--- src/hmw_pkg.sv ---
// Shared constants for the host memory window, interrupt source/mask and
// owner tag registers. Assumes byte-wide host register accesses.
package hmw_pkg;

   // ----------------------------------------
   // Widths
   // ----------------------------------------
   localparam int ADDR_W = 4;
   localparam int MEM_AW = 14;

   // ----------------------------------------
   // Host byte offsets
   // ----------------------------------------
   localparam logic [3:0] OFS_E2H_MBOX = 4'h1;
   localparam logic [3:0] OFS_PTR_LO = 4'h2;
   localparam logic [3:0] OFS_PTR_HI = 4'h3;
   localparam logic [3:0] OFS_WIN_B0 = 4'h4;
   localparam logic [3:0] OFS_WIN_B1 = 4'h5;
   localparam logic [3:0] OFS_WIN_B2 = 4'h6;
   localparam logic [3:0] OFS_WIN_B3 = 4'h7;
   localparam logic [3:0] OFS_SRC_LO = 4'h8;
   localparam logic [3:0] OFS_SRC_HI = 4'h9;
   localparam logic [3:0] OFS_MSK_LO = 4'hA;
   localparam logic [3:0] OFS_MSK_HI = 4'hB;
   localparam logic [3:0] OFS_OWNER = 4'hC;

   // ----------------------------------------
   // Field positions
   // ----------------------------------------
   localparam int PTR_ATYPE_LSB = 0;
   localparam int PTR_DW_LSB = 2;
   localparam int PTR_DW_MSB = 14;
   localparam int PTR_SEG_BIT = 15;
   localparam int SRC_MBOX_BIT = 0;

   // ----------------------------------------
   // Reset values
   // ----------------------------------------
   localparam logic [15:0] PTR_RST = 16'h0000;
   localparam logic [31:0] WIN_RST = 32'h0000_0000;
   localparam logic [15:0] SRC_RST = 16'h0000;
   localparam logic [15:0] MSK_RST = 16'h0000;
   localparam logic [7:0] OWNER_RST = 8'h00;
   localparam logic [7:0] RDATA_RST = 8'h00;

   // ----------------------------------------
   // Window access types (pointer bits 1:0)
   // ----------------------------------------
   typedef enum logic [1:0] {
      HMW_ACC_8 = 2'b00,
      HMW_ACC_16 = 2'b01,
      HMW_ACC_32 = 2'b10,
      HMW_ACC_AUTO = 2'b11
   } hmw_acc_t;

endpackage

--- src/hmw_window_regs.sv ---
// Host side of the embedded memory window: pointer, 32-bit data window onto
// the controller data memory, interrupt source/mask pair and owner tag.
// Assumes the memory answers reads combinationally in the same cycle and
// that the protection inputs describe the dword the pointer selects.
`timescale 1ns/10ps
`default_nettype none

// What this block does
// - Segment bit plus dword pointer bits form every window memory address.
// - Four byte lanes at 04h-07h expose a 32-bit window of memory data.
// - Writes in read-only or no-access regions update window but not memory.
// - Reads in no-access regions skip memory and keep window unchanged.
// - Auto-increment: byte 3 read advances out of bounds; byte 3 write does not.
// - Firmware writing the controller-to-host mailbox sets the mailbox flag.
// - Mailbox flag goes out unmasked as the raw mailbox event.
// - Masked event asserts when mailbox flag and its enable are both one.
// - Host reading the controller-to-host mailbox clears the mailbox flag.
// - Software interrupt bits clear on written one; zero leaves them alone.
// - Firmware may block host clearing of software interrupt bits.
// - Masked event asserts for any set software bit with its enable set.
// - Mask bit 0 gates the mailbox flag into the masked event.
// - Mask bits 15:1 gate software interrupt bits at the same position.
// - Owner tag at zero accepts any written value.
// - Owner tag non-zero: writing the same value clears it to zero.
// - Owner tag non-zero: writing a different value is ignored.
// - 32-bit mode: byte 0 read loads dword, byte 3 write stores dword.
// - Auto-increment mode: byte 3 access also advances the dword pointer.
// - 16-bit mode: byte 0/2 reads load, byte 1/3 writes store a halfword.
// - 8-bit mode: each lane read loads, each lane write stores that byte.
module hmw_window_regs
   import hmw_pkg::*;
(
   // Clock and resets
   input wire logic clk,
   input wire logic rst_n,
   input wire logic stby_rst_n,
   // Host register port
   input wire logic [hmw_pkg::ADDR_W-1:0] reg_addr,
   input wire logic [7:0] reg_wdata,
   input wire logic reg_wr,
   input wire logic reg_rd,
   output logic [7:0] reg_rdata,
   // Controller data memory and its protection view
   output logic mem_re,
   output logic mem_we,
   output logic [3:0] mem_be,
   output logic [hmw_pkg::MEM_AW-1:0] mem_addr,
   output logic [31:0] mem_wdata,
   input wire logic [31:0] mem_rdata,
   input wire logic mem_read_only,
   input wire logic mem_no_access,
   // Firmware side of the mailbox and software interrupts
   input wire logic [7:0] e2h_mbox_data,
   input wire logic ec_mbox_written,
   input wire logic [15:1] sw_interrupt_bits_set,
   input wire logic sw_interrupt_bits_clear_disable,
   // Event lines toward the runtime register block
   output logic raw_mailbox_event,
   output logic masked_interrupt_event
);
   import hmw_pkg::*;

   // ----------------------------------------
   // Lane masks
   // ----------------------------------------
   // One-hot byte enable for a single host lane
   function automatic logic [3:0] lane_onehot(input logic [1:0] lane);
      logic [3:0] m;
      m = 4'h0;
      unique case (lane)
         2'd0: m = 4'h1;
         2'd1: m = 4'h2;
         2'd2: m = 4'h4;
         2'd3: m = 4'h8;
      endcase
      return m;
   endfunction

   // Byte lanes a host read pulls from memory
   function automatic logic [3:0] load_mask(input hmw_acc_t acc, input logic [1:0] lane);
      logic [3:0] m;
      m = 4'h0;
      unique case (acc)
         HMW_ACC_8: m = lane_onehot(lane);
         HMW_ACC_16: begin
            if (lane == 2'd0) begin
               m = 4'h3;
            end else if (lane == 2'd2) begin
               m = 4'hC;
            end
         end
         HMW_ACC_32, HMW_ACC_AUTO: begin
            if (lane == 2'd0) begin
               m = 4'hF;
            end
         end
      endcase
      return m;
   endfunction

   // Byte lanes a host write pushes to memory
   function automatic logic [3:0] store_mask(input hmw_acc_t acc, input logic [1:0] lane);
      logic [3:0] m;
      m = 4'h0;
      unique case (acc)
         HMW_ACC_8: m = lane_onehot(lane);
         HMW_ACC_16: begin
            if (lane == 2'd1) begin
               m = 4'h3;
            end else if (lane == 2'd3) begin
               m = 4'hC;
            end
         end
         HMW_ACC_32, HMW_ACC_AUTO: begin
            if (lane == 2'd3) begin
               m = 4'hF;
            end
         end
      endcase
      return m;
   endfunction

   // Replace one byte of a 16-bit register
   function automatic logic [15:0] put_byte(input logic [15:0] v, input logic hi, input logic [7:0] b);
      logic [15:0] r;
      r = v;
      if (hi) begin
         r[15:8] = b;
      end else begin
         r[7:0] = b;
      end
      return r;
   endfunction

   // ----------------------------------------
   // State
   // ----------------------------------------
   // Each register pairs with the value it takes at the next edge
   logic [15:0] ptr_reg;
   logic [15:0] ptr_next;
   logic [31:0] win_reg;
   logic [31:0] win_next;
   logic [15:0] src_reg;
   logic [15:0] src_next;
   logic [15:0] msk_reg;
   logic [15:0] msk_next;
   logic [7:0] own_reg;
   logic [7:0] own_next;
   logic [7:0] rdata_reg;
   logic [7:0] rdata_next;

   // ----------------------------------------
   // Decode
   // ----------------------------------------
   wire hmw_acc_t acc = hmw_acc_t'(ptr_reg[PTR_ATYPE_LSB +: 2]);
   wire logic [1:0] lane = reg_addr[1:0];
   // Offsets 04h-07h form the four window lanes
   wire logic hit_win = (reg_addr >= OFS_WIN_B0) && (reg_addr <= OFS_WIN_B3);
   wire logic rd_win = reg_rd && hit_win;
   wire logic wr_win = reg_wr && hit_win;
   wire logic wr_ptr_lo = reg_wr && (reg_addr == OFS_PTR_LO);
   wire logic wr_ptr_hi = reg_wr && (reg_addr == OFS_PTR_HI);
   wire logic wr_src_lo = reg_wr && (reg_addr == OFS_SRC_LO);
   wire logic wr_src_hi = reg_wr && (reg_addr == OFS_SRC_HI);
   wire logic wr_msk_lo = reg_wr && (reg_addr == OFS_MSK_LO);
   wire logic wr_msk_hi = reg_wr && (reg_addr == OFS_MSK_HI);
   wire logic wr_owner = reg_wr && (reg_addr == OFS_OWNER);
   wire logic rd_mbox = reg_rd && (reg_addr == OFS_E2H_MBOX);
   wire logic wr_ptr = wr_ptr_lo || wr_ptr_hi;
   wire logic wr_msk = wr_msk_lo || wr_msk_hi;

   // ----------------------------------------
   // Pointer fields
   // ----------------------------------------
   wire logic ptr_seg = ptr_reg[PTR_SEG_BIT];
   wire logic [12:0] ptr_dword = ptr_reg[PTR_DW_MSB:PTR_DW_LSB];
   wire logic lane_last = lane == 2'd3;
   wire logic mode_auto = acc == HMW_ACC_AUTO;
   wire logic [3:0] ld_lanes = load_mask(acc, lane);
   wire logic [3:0] st_lanes = store_mask(acc, lane);

   // ----------------------------------------
   // Memory transfers
   // ----------------------------------------
   // No-access blocks the load outright; the window keeps its bytes
   wire logic [3:0] rd_be = rd_win && !mem_no_access ? ld_lanes : 4'h0;
   wire logic [3:0] wr_be = wr_win ? st_lanes : 4'h0;
   // Read-only and no-access both refuse stores; only no-access refuses loads
   wire logic wr_blocked = mem_read_only || mem_no_access;

   assign mem_addr = {ptr_seg, ptr_dword};
   assign mem_re = |rd_be;
   assign mem_we = (|wr_be) && !wr_blocked;
   // Strobes never coincide, so one enable bus serves both directions
   assign mem_be = mem_we ? wr_be : rd_be;
   // Store carries the byte being written in this same cycle
   assign mem_wdata = win_next;

   // ----------------------------------------
   // Window register
   // ----------------------------------------
   // Loads land first, then the host byte overlays its own lane
   always_comb begin
      win_next = win_reg;
      for (int i = 0; i < 4; i++) begin
         if (rd_be[i]) begin
            win_next[8*i +: 8] = mem_rdata[8*i +: 8];
         end
      end
      if (wr_win) begin
         win_next[8*lane +: 8] = reg_wdata;
      end
   end

   always_ff @(posedge clk) begin
      // System reset leaves the window alone; only standby power-on clears it
      if (!stby_rst_n) begin
         win_reg <= WIN_RST;
      end else begin
         win_reg <= win_next;
      end
   end

   // ----------------------------------------
   // Pointer
   // ----------------------------------------
   // Writes into no-access regions do not step; read-only writes and all reads step
   wire logic step_ptr = mode_auto && lane_last
      && (rd_win || (wr_win && !mem_no_access));
   wire logic [12:0] dw_inc = ptr_dword + 13'd1;

   always_comb begin
      ptr_next = ptr_reg;
      // A host write to the pointer takes priority over the auto step
      if (wr_ptr) begin
         ptr_next = put_byte(ptr_reg, wr_ptr_hi, reg_wdata);
      end else if (step_ptr) begin
         // Wraps inside the segment; the segment bit is left alone
         ptr_next[PTR_DW_MSB:PTR_DW_LSB] = dw_inc;
      end
   end

   always_ff @(posedge clk) begin
      // Only system reset clears the pointer; standby reset keeps it
      if (!rst_n) begin
         ptr_reg <= PTR_RST;
      end else begin
         ptr_reg <= ptr_next;
      end
   end

   // ----------------------------------------
   // Interrupt source and mask
   // ----------------------------------------
   // Host write-one-to-clear for software bits; bit 0 is read-only
   wire logic [15:0] swi_clr_raw = wr_src_lo ? {8'h00, reg_wdata}
      : (wr_src_hi ? {reg_wdata, 8'h00} : 16'h0000);
   wire logic swi_gate_open = !sw_interrupt_bits_clear_disable;
   wire logic [15:1] swi_clr = swi_gate_open ? swi_clr_raw[15:1] : 15'h0000;
   wire logic [15:1] swi_kept = src_reg[15:1] & ~swi_clr;

   always_comb begin
      src_next = src_reg;
      // A set in the same cycle as a clear wins
      src_next[15:1] = swi_kept | sw_interrupt_bits_set;
      // Mailbox bit: firmware sets it, a host read of the mailbox clears it
      if (ec_mbox_written) begin
         src_next[SRC_MBOX_BIT] = 1'b1;
      end else if (rd_mbox) begin
         src_next[SRC_MBOX_BIT] = 1'b0;
      end
   end

   always_comb begin
      msk_next = msk_reg;
      if (wr_msk) begin
         msk_next = put_byte(msk_reg, wr_msk_hi, reg_wdata);
      end
   end

   always_ff @(posedge clk) begin
      if (!rst_n) begin
         src_reg <= SRC_RST;
      end else begin
         src_reg <= src_next;
      end
   end

   always_ff @(posedge clk) begin
      if (!rst_n) begin
         msk_reg <= MSK_RST;
      end else begin
         msk_reg <= msk_next;
      end
   end

   // ----------------------------------------
   // Event outputs
   // ----------------------------------------
   // Both events are decoded from registers, so they change only on a clock edge
   wire logic mbox_pending = src_reg[SRC_MBOX_BIT] && msk_reg[SRC_MBOX_BIT];
   wire logic swi_pending = |(src_reg[15:1] & msk_reg[15:1]);
   assign raw_mailbox_event = src_reg[SRC_MBOX_BIT];
   assign masked_interrupt_event = mbox_pending || swi_pending;

   // ----------------------------------------
   // Owner tag semaphore
   // ----------------------------------------
   // Zero means unclaimed; only the holder's own tag releases a claim
   wire logic own_free = own_reg == OWNER_RST;
   wire logic own_match = reg_wdata == own_reg;

   always_comb begin
      own_next = own_reg;
      if (wr_owner) begin
         if (own_free) begin
            own_next = reg_wdata;
         end else if (own_match) begin
            own_next = OWNER_RST;
         end
         // Any other value leaves the claim standing
      end
   end

   always_ff @(posedge clk) begin
      if (!rst_n) begin
         own_reg <= OWNER_RST;
      end else begin
         own_reg <= own_next;
      end
   end

   // ----------------------------------------
   // Read data
   // ----------------------------------------
   // Window reads return the freshly loaded byte, not the stale one
   wire logic [7:0] win_lane_byte = win_next[8*lane +: 8];

   always_comb begin
      rdata_next = 8'h00;
      unique case (reg_addr)
         OFS_E2H_MBOX: rdata_next = e2h_mbox_data;
         OFS_PTR_LO: rdata_next = ptr_reg[7:0];
         OFS_PTR_HI: rdata_next = ptr_reg[15:8];
         OFS_WIN_B0, OFS_WIN_B1, OFS_WIN_B2, OFS_WIN_B3: rdata_next = win_lane_byte;
         OFS_SRC_LO: rdata_next = src_reg[7:0];
         OFS_SRC_HI: rdata_next = src_reg[15:8];
         OFS_MSK_LO: rdata_next = msk_reg[7:0];
         OFS_MSK_HI: rdata_next = msk_reg[15:8];
         OFS_OWNER: rdata_next = own_reg;
         default: rdata_next = 8'h00;
      endcase
   end

   always_ff @(posedge clk) begin
      if (!rst_n) begin
         rdata_reg <= RDATA_RST;
      end else begin
         if (reg_rd) begin
            rdata_reg <= rdata_next;
         end else begin
            // Read data stand for one cycle only
            rdata_reg <= RDATA_RST;
         end
      end
   end

   assign reg_rdata = rdata_reg;

endmodule

`default_nettype wire

--- config.mk ---
export PLATFORM = sky130hd
export DESIGN_NAME = hmw_window_regs
export DESIGN_NICKNAME = d
export VERILOG_FILES = /design/src/hmw_pkg.sv /design/src/hmw_window_regs.sv
export SDC_FILE = /design/constraint.sdc
export NUM_CORES = 1
export LEC_CHECK = 0
export ABC_CLOCK_PERIOD_IN_PS = 5100
export BUFFER_PORTS_ARGS = -buffer_cell sky130_fd_sc_hd__buf_2
export CORE_MARGIN = 2
export CORE_UTILIZATION = 40
export DETAILED_ROUTE_END_ITERATION = 10
export SYNTH_ARGS = -nofsm -noshare
export SYNTH_HDL_FRONTEND = slang
export SYNTH_SLANG_ARGS = --single-unit
--- constraint.sdc ---
create_clock -name clk -period 5.1 [get_ports clk]
set_input_delay 1.53 -clock clk [delete_from_list [all_inputs] [get_ports clk]]
set_output_delay 1.53 -clock clk [all_outputs]
set_load 0.03 [all_outputs]
# Word-level counts from Yosys, hierarchy flattened
# Index checks and enable logic that the tools add are counted.
[totals] ff_bits=96 output_inout_bits=62 wordCells=118
[op_classes] addsub=2 magnitude_cmp=2 eq_ne=21 shifts=3 mux=30 n_bitwise=6 n_reduce_logical=43
[op_table] op="$pmux W8 S9" count=1
[op_table] op="$mux W8" count=7
[op_table] op="$mux W4" count=9
[op_table] op="$neg A5 Y34" count=1
[op_table] op="$shift A8 B34 Y32 const A" count=1
[op_table] op="$shiftx A8 B34 Y32" count=1
[op_table] op="$bwmux W32" count=1
[op_table] op="$mux W16" count=2
[op_table] op="$mux W32" count=1
[op_table] op="$shiftx A32 B6 Y8" count=1
[op_table] op="$and A15 B15 Y15" count=2
[op_table] op="$mux W13" count=2
[op_table] op="$pmux W4 S3" count=2
[op_table] op="$eq A4 B4 Y1 const B" count=5
[op_table] op="$logic_and A1 B1 Y1" count=17
[op_table] op="$eq A4 B3 Y1 const B" count=4
[op_table] op="$pmux W4 S4" count=1
[op_table] op="$reduce_and A2 Y1" count=8
[op_table] op="$mux W15" count=1
[op_table] op="$not A15 Y15" count=1
[op_table] op="$or A15 B15 Y15" count=1
[op_table] op="$reduce_or A15 Y1" count=1
[op_table] op="$add A13 B1 Y13 const B" count=1
[op_table] op="$reduce_or A4 Y1" count=3
[op_table] op="other kinds (17)" count=33

# Depth between registers and ports, before layout
# Gate-level depths: netlist of run 1.
[logic_depth] depth_word=10 ltp_mapped=10

# Worst setup path after synthesis of run 1
# Ideal clock, no wire load.
[synth_path] path_type="in2out" startpoint="input port reg_addr[0] in the netlist's numbering" endpoint="output port mem_be[3]" arrival_ns=3.706 required_ns=3.570 path_slack_ns=-0.136 path_stages=9 path_buffers=2 path_cell_list="buf_2 inv_1 ha_1 or3_1 a21oi_1 o211ai_1 and2_1 buf_2 o21ai_0"
[synth_via] elab_chain_len=8 elab_cells_between_ends=24 classes_between="order compare: 2; eq/ne: 3; mux: 12; reduce/logical: 7"
[synth_lines] element="start: declaration" line="hmw_window_regs.sv:38" text="input wire logic [hmw_pkg::ADDR_W-1:0] reg_addr,"
[synth_lines] element="$eq A2 B2 Y1" line="hmw_window_regs.sv:70, hmw_window_regs.sv:110, hmw_window_regs.sv:115"
[synth_lines] element="$mux W4" line="hmw_window_regs.sv:110" text="end else if (lane == 2'd3) begin"
[synth_lines] element="$mux W4" line="hmw_window_regs.sv:108" text="if (lane == 2'd1) begin"
[synth_lines] element="$pmux W4 S3" line="hmw_window_regs.sv:105" text="unique case (acc)"
[synth_lines] element="$mux W4 (*)" line="hmw_window_regs.sv:187" text="wire logic [3:0] wr_be = wr_win ? st_lanes : 4'h0;"
[synth_lines] element="$reduce_or A4 Y1 (*)" line="hmw_window_regs.sv:193" text="assign mem_we = (|wr_be) && !wr_blocked;"
[synth_lines] element="$logic_and A1 B1 Y1 (*)" line="hmw_window_regs.sv:193"
[synth_lines] element="named net mem_we" line="hmw_window_regs.sv:45" text="output logic mem_we,"
[synth_lines] element="$mux W4 (*)" line="hmw_window_regs.sv:195" text="assign mem_be = mem_we ? wr_be : rd_be;"
[synth_lines] element="end: declaration" line="hmw_window_regs.sv:46" text="output logic [3:0] mem_be,"
# Mark *: on every way through the listed nets, which the timed path passes. The rest lies on a longest branch.

# Final worst setup path of run 1
[layout_path] startpoint="input port reg_addr[0] in the netlist's numbering" endpoint="output port mem_re"
[layout_via] elab_chain_len=6 elab_cells_between_ends=16 classes_between="order compare: 2; eq/ne: 3; mux: 6; reduce/logical: 5"
[layout_lines] element="$ge A4 B3 Y1, or another cell as far along" line="hmw_window_regs.sv:158" text="wire logic hit_win = (reg_addr >= OFS_WIN_B0) && (reg_addr <= OFS_WIN_B3);"
[layout_lines] element="$logic_and A1 B1 Y1 / $mux W4 (equally long branches)" line="hmw_window_regs.sv:158, hmw_window_regs.sv:88"
[layout_lines] element="$logic_and A1 B1 Y1 / $mux W4 (equally long branches)" line="hmw_window_regs.sv:159, hmw_window_regs.sv:86"
[layout_lines] element="$logic_and A1 B1 Y1 / $pmux W4 S3 (equally long branches)" line="hmw_window_regs.sv:186, hmw_window_regs.sv:83"
[layout_lines] element="$mux W4 (*)" line="hmw_window_regs.sv:186" text="wire logic [3:0] rd_be = rd_win && !mem_no_access ? ld_lanes : 4'h0;"
[layout_lines] element="$reduce_or A4 Y1 (*)" line="hmw_window_regs.sv:192" text="assign mem_re = |rd_be;"
[layout_lines] element="end: declaration" line="hmw_window_regs.sv:44" text="output logic mem_re,"
# Mark *: on every way between the ends. The rest lies on a longest branch, timed or not.

==> flow_summary.yaml, run 1 <==
status:
  status: "completed"
placement:
  dp_hpwl_um: 15200
  port_buffers: 137
  dp_cells: 1031
  detailedPlace.worstSlack_ns: 0.0618
  gp_congestion: 0.923
grt:
  grt_start_max_net_pins: 58
  grt-ovfl-total: 0
  grt_pass1_vias: 5736
  grt_use_total_pct: 25.9
  antenna_found_initial: 0
  grt_pass1_wl_um: 32700
power_and_ir_drop:
  p_leak_uw: 0.00294
  net-switching-power_uw: 481
  intPower_uw: 1250
  pwr-share-clk_pct: 40.6
  total_power_uw: 1730
  p_sw_share_pct: 27.8
  comb_power_share_pct: 14.2
  ir_worst_vdd_mv: 0.148
  pwr-share-seq_pct: 45.2
  power.density_mw_per_mm2: 242
routing:
  drt-total-wl_um: 21100
  wire_per_inst_um: 20.2
  viasPerCell: 5.94
  ant_nets: 0
  drt_pass1_iterations: 5
  routed-via-count: 6222
  drtIter0Drc: 593
  drc: 0
setup_path:
  ff2ff_setup_slack_ns: 2.84
  critical_path_class: "primary input to output port"
  arrival_ns: 3.49
  critPathLaunchType: "primary input"
  critPathMaxFanout: 9
  cp.required_ns: 3.57
  endpoint_kind: "output port"
sta:
  setup_violations: 0
  relSlewSlack_pct: 43.6
  report.final.slew_viol_count: 0
  clock_skew_ns: 0.0104
  grt_setup_unrepaired: "yes"
  hold_viol: 0
  fin_crit_sh_pct: 98.4
  fin_ws_ns: 0.0833
  tightest_slew_ns: 0.839
  min_period_ns: 5.02
  max_freq_mhz: 199
die:
  coreArea_mm2: 0.0150
  initial_core_util_pct: 40.4
  io_pins: 138
  die_area_mm2: 0.0162
  dieHeight_um: 127
  dieWidth_um: 127
  rows: 45
clocking:
  clk_pin_slew_ns: 0.07
  cts_root_buffer: "clkbuf_16"
  cts_tree: "yes"
  cts_buffers: 9
  clkLatencyLatePin_ns: 0.36
  clockBufferDepth: 2
  htree_levels: 3
  cts.sinks: 96
synth:
  synth_top_area_cell: "dfxtp_1"
  ys_top_cells_by_area: "dfxtp_1 32%, nand2_1 5.9%, and2_1 4.4%, a21boi_0 3.5%, o21ai_0 3.1%"
  synth-edff-count: 0
  synth.distinct_cells: 75
  postSynthAreaPerCell_um2: 8.10
  ys_seq_area_share_pct: 31.6
  syn-num-nets: 835
  postSynthCellCount: 751
  async_reset_ff_share_pct: 0
  synth_top_cell_area_share_pct: 31.6
  ys_ff_latch: 96
  ys.flop_type: "dfxtp_1"
  synth_area_mm2: 0.00608
  yosysWarnings: 0
cells_and_area:
  layout.nets: 939
  largest_reg_flops: 32
  fin_cells: 1048
  layout-drive-gt1-share_pct: 25.8
  area_delta_synth_final_pct: 17.5
  fill_cells: 1492
  final_core_utilization_pct: 47.5
  diodes: 0
worst_hold_path:
  min_path_type: "flip-flop to flip-flop"
run:
  drv_cap: 0
## metrics by stage
step,hold WS (ns),TNS [ns],instance area (µm²)
after floorplan,0.456,0,6080
after global placement,0.478,0,6820
after detailed placement,0.479,0,6820
after CTS,0.488,0,7120
after global routing,0.502,-0.0214,7140
final,0.484,0,7140
## metal layers
layer	part of all wire [%]	wire, µm	vias to the layer above	global-route usage [%]
li1	-	-	2978	-
met1	46	9660	2941	36.6
met2	45	9400	262	39.6
met3	6.6	1400	41	3.85
met4	3.1	658	0	11.1
met5	0	0	-	0
## area by class of cell
cell class / instances / area [µm²] / share of cell area (%)
timing repair buffer: 164 / 895 / 12.5
tap: 188 / 235 / 3.29
sequential: 96 / 1920 / 26.9
inverter: 15 / 56.3 / 0.788
clock buffer: 11 / 243 / 3.40
multi-input combinational: 569 / 3740 / 52.3
clock inverter: 5 / 56.3 / 0.788
## path summary, 6_finish.rpt
path	from	endpoint	cells past startpoint
setup / recovery	reg_addr[0]	mem_re	8
hold / removal	msk_reg[8]$_SDFFE_PN0P_	msk_reg[8]$_SDFFE_PN0P_	2
setup reg to reg	ptr_reg[1]$_SDFFE_PN0P_	reg_rdata[5]$_SDFF_PN0_	5
hold reg to reg	msk_reg[8]$_SDFFE_PN0P_	msk_reg[8]$_SDFFE_PN0P_	2
## synthesized netlist by cell type (4+ instances only)
master      n
nor3_1      8
buf_4      18
nand2b_1    6
buf_2      16
or2_1       4
a22o_1      8
xor2_1      8
a31oi_1     6
a21boi_0   28
a32oi_1     6
a22oi_1    13
and2_1     43
o221ai_1    9
nor2b_1    24
dfxtp_1    96
a221oi_1    8
inv_1      15
or2_2       7
mux2i_1    14
nand3_1    30
a222oi_1    8
ha_1        8
a21oi_1    35
nand4b_1    4
clkbuf_1   30
nand2_1    96
nand4_1    26
o21ai_0    38
o211ai_1   14
nor2_1     24
and3_1     10
mux2_2      6
o21bai_1    4
o221a_2     5
o2111ai_1   9
## cells in the final DEF, fill, tap and decap left out, types with 7 or more instances in the layout
cell and instances:
a21boi_0 28, a21oi_1 35, a221oi_1 8, a222oi_1 8
a22o_1 8, a22oi_1 13, and2_1 42, and3_1 10
buf_2 136, buf_4 26, clkbuf_16 9, dfxtp_1 96
ha_1 8, inv_1 15, mux2i_1 12, nand2_1 96
nand3_1 30, nand4_1 26, nor2_1 24, nor2b_1 24
nor3_1 8, o2111ai_1 9, o211ai_1 14, o21ai_0 37
o221ai_1 9, or2_2 7, xor2_1 8
## worst max-delay path, cell delays in order
cell,delay [ns]
buf_2,0.18
inv_1,0.13
ha_1,0.28
mux2_2,0.29
o211a_1,0.24
buf_4,0.19
or4_1,0.44
buf_2,0.20
## logic make-up after synthesis
| group | share of synthesized area, % |
|---|---|
| AO/OA/AOI/OAI | 27.4 |
| XOR/XNOR | 1.15 |
| adder cells (fa/ha/maj) | 1.65 |
| buffers and inverters | 7.14 |
| flip-flops | 31.6 |
| multiplexers | 3.42 |
| AND/OR/NAND/NOR | 27.7 |
## power groups by stage
stage / registers, µW / clock network (µW) / logic (µW)
2_1_floorplan: 795 / 0 / 144
6_report: 781 / 701 / 245
4_1_cts: 780 / 707 / 241
3_3_place_gp: 797 / 0 / 240
5_1_grt: 782 / 739 / 264
3_5_place_dp: 798 / 0 / 240
## repair_timing
action | in CTS | in global routing
endpoints found under the hold margin | 0 | 0
gates resized for setup | 0 | 8
endpoints found under the setup margin | 0 | 17
hold buffers | 0 | 0
setup buffers | 0 | 1
No activity file was read; power rests on OpenSTA's default activity.
==> inputs of run 2 (changes only) <==
==> constraint.sdc (replaced) <==
create_clock -name clk -period 5.1 [get_ports clk]
set_input_delay 1.53 -clock clk [delete_from_list [all_inputs] [get_ports clk]]
set_output_delay 1.53 -clock clk [all_outputs]
set_load 0.01 [all_outputs]
==> run 2 against run 1 <==
Final cell count decreased by 0.29%. Clock power shrank 3.6%. Critical path type unchanged. Count of clock-buffer cells in the layout unchanged. Critical path depth increased by 1. Fmax up 1.6%. Global-route usage fell by 0.053 points. Flip-flop and latch count did not move. Power shrank 2.2%. Critical endpoint is now mem_be[1]. Non-clock buffer count shrank 3. Register-to-register slack is essentially flat. First-iteration DRC count up 0.17%. Clock skew decreased by 0.0018 ns.
==> flow_summary.yaml, run 2 (same netlist as run 1, synthesis figures left out) <==
clocking:
  cts_buffers: 9
  clkLatencyLatePin_ns: 0.36
  clk_pin_slew_ns: 0.06
  clockBufferDepth: 2
  cts_root_buffer: "clkbuf_16"
  htree_levels: 3
  cts_hold_buffers: 0
  cts.sinks: 96
  cts_tree: "yes"
sta:
  grt_setup_unrepaired: "no"
  fin_ws_ns: 0.160
  report.final.slew_viol_count: 0
  tightest_slew_ns: 0.869
  min_period_ns: 4.94
  hold_viol: 0
  tns_ns: 0
  clock_skew_ns: 0.00862
  fin_crit_sh_pct: 96.9
  relSlewSlack_pct: 41.6
  setup_violations: 0
  max_freq_mhz: 202
cells_and_area:
  fill_cells: 1531
  largest_reg_flops: 32
  layout.nets: 936
  mostFrequentLayoutCells: "137 x buf_2, 96 x nand2_1, 96 x dfxtp_1, 43 x and2_1, 38 x o21ai_0"
  area_delta_synth_final_pct: 16.9
  layout-drive-gt1-share_pct: 25.6
  diodes: 0
  final_common_cell: "buf_2"
routing:
  drt-total-wl_um: 21200
  ant_nets: 0
  drc: 0
  routed-via-count: 6180
  drt_pass1_iterations: 5
  viasPerCell: 5.91
  wire_per_inst_um: 20.3
  drtIter0Drc: 594
setup_path:
  cp.buffers_inverters: 3
  r2r_cells: 5
  cp.required_ns: 3.57
  cp_common_cell: "buf_2"
  cp_slowest_cell: "mux2_2"
  critPathMaxFanout: 10
  crit_family: "simple AND/OR/NAND/NOR gates"
  cp_cell_sequence: "buf_2 -> buf_4 -> ha_1 -> nand2b_1 -> nand2_1 -> o211ai_1 -> and2_1 -> mux2_2 -> buf_2"
  slowest_delay_ns: 0.40
  critPathLaunchType: "primary input"
  endpoint_kind: "output port"
  arrival_ns: 3.41
  worst-path-stages: 9
  critical_path_class: "primary input to output port"
grt:
  grt_pass1_wl_um: 32400
  grt_start_max_net_pins: 58
  grt-ovfl-total: 0
  grt_pass1_vias: 5613
  grt_use_total_pct: 25.9
  antenna_found_initial: 0
power_and_ir_drop:
  comb_power_share_pct: 13.7
  p_leak_uw: 0.00292
  pwr-share-clk_pct: 40.0
  p_sw_share_pct: 28.2
  pwr-share-seq_pct: 46.2
  intPower_uw: 1210
  power.density_mw_per_mm2: 238
  net-switching-power_uw: 476
  ir_worst_vdd_mv: 0.167
die:
  coreArea_mm2: 0.0150
  io_pins: 138
  die_area_mm2: 0.0162
  initial_core_util_pct: 40.4
  rows: 45
  dieWidth_um: 127
  dieHeight_um: 127
placement:
  detailedPlace.worstSlack_ns: 0.0654
  gp_congestion: 0.901
  dp_hpwl_um: 15200
  port_buffers: 137
status:
  status: "completed"
worst_hold_path:
  whs_path_depth: 2
  min_path_type: "flip-flop to flip-flop"
run:
  drv_cap: 0
## run 2: path summary, 6_finish.rpt
kind,slack [ns],from,to
min reg2reg,0.49,msk_reg[15]$_SDFFE_PN0P_,msk_reg[15]$_SDFFE_PN0P_
min,0.49,msk_reg[15]$_SDFFE_PN0P_,msk_reg[15]$_SDFFE_PN0P_
max,0.16,reg_addr[0],mem_be[1]
max reg2reg,2.85,ptr_reg[1]$_SDFFE_PN0P_,reg_rdata[5]$_SDFF_PN0_
## run 2: area by class of cell
cell class / instances / area (µm²) / area share, %
sequential: 96 / 1920 / 27.0
timing repair buffer: 161 / 870 / 12.2
clock buffer: 11 / 253 / 3.56
tap: 188 / 235 / 3.31
inverter: 15 / 56.3 / 0.792
multi-input combinational: 569 / 3730 / 52.5
clock inverter: 5 / 38.8 / 0.546
## run 2: stage by stage
stage	hold WS, ns	std cells	total power (µW)	utilization [%]	instance area, µm²
after floorplan	0.456	751	925	-	6080
after global placement	0.475	1028	1020	45.2	6800
after detailed placement	0.477	1028	1020	45.2	6800
after CTS	0.486	1044	1700	47.1	7090
after global routing	0.515	1045	1750	47.3	7110
final	0.494	1045	1690	47.3	7110
## run 2: worst reg2reg max path, delay by kind of cell, from the launching register on
family	cells	cell delay, ns
muxes	1	0.50
DFF	1	0.71
and+or+nand+nor	1	0.13
AOI/OAI and AO/OA	3	0.82
## run 2: per-layer routing
| metal | routed length, µm | track usage [%] | vias to the layer above |
|---|---|---|---|
| met1 | 9580 | 36.5 | 2936 |
| met4 | 491 | 8.27 | 0 |
| met2 | 9730 | 40.1 | 259 |
| met5 | 0 | 0 | - |
| li1 | - | - | 2954 |
| met3 | 1410 | 4.69 | 31 |
## run 2: power by group through the flow
stage	Clock [µW]	Combinational, µW	Sequential (µW)
5_1_grt	718	249	782
4_1_cts	690	228	780
3_3_place_gp	0	226	797
3_5_place_dp	0	227	797
2_1_floorplan	0	134	792
6_report	676	232	780
## run 2: what timing repair did
item                                    CTS  global route
setup buffers                             0             1
resized for setup                         0             5
endpoints found under the setup margin    0            16
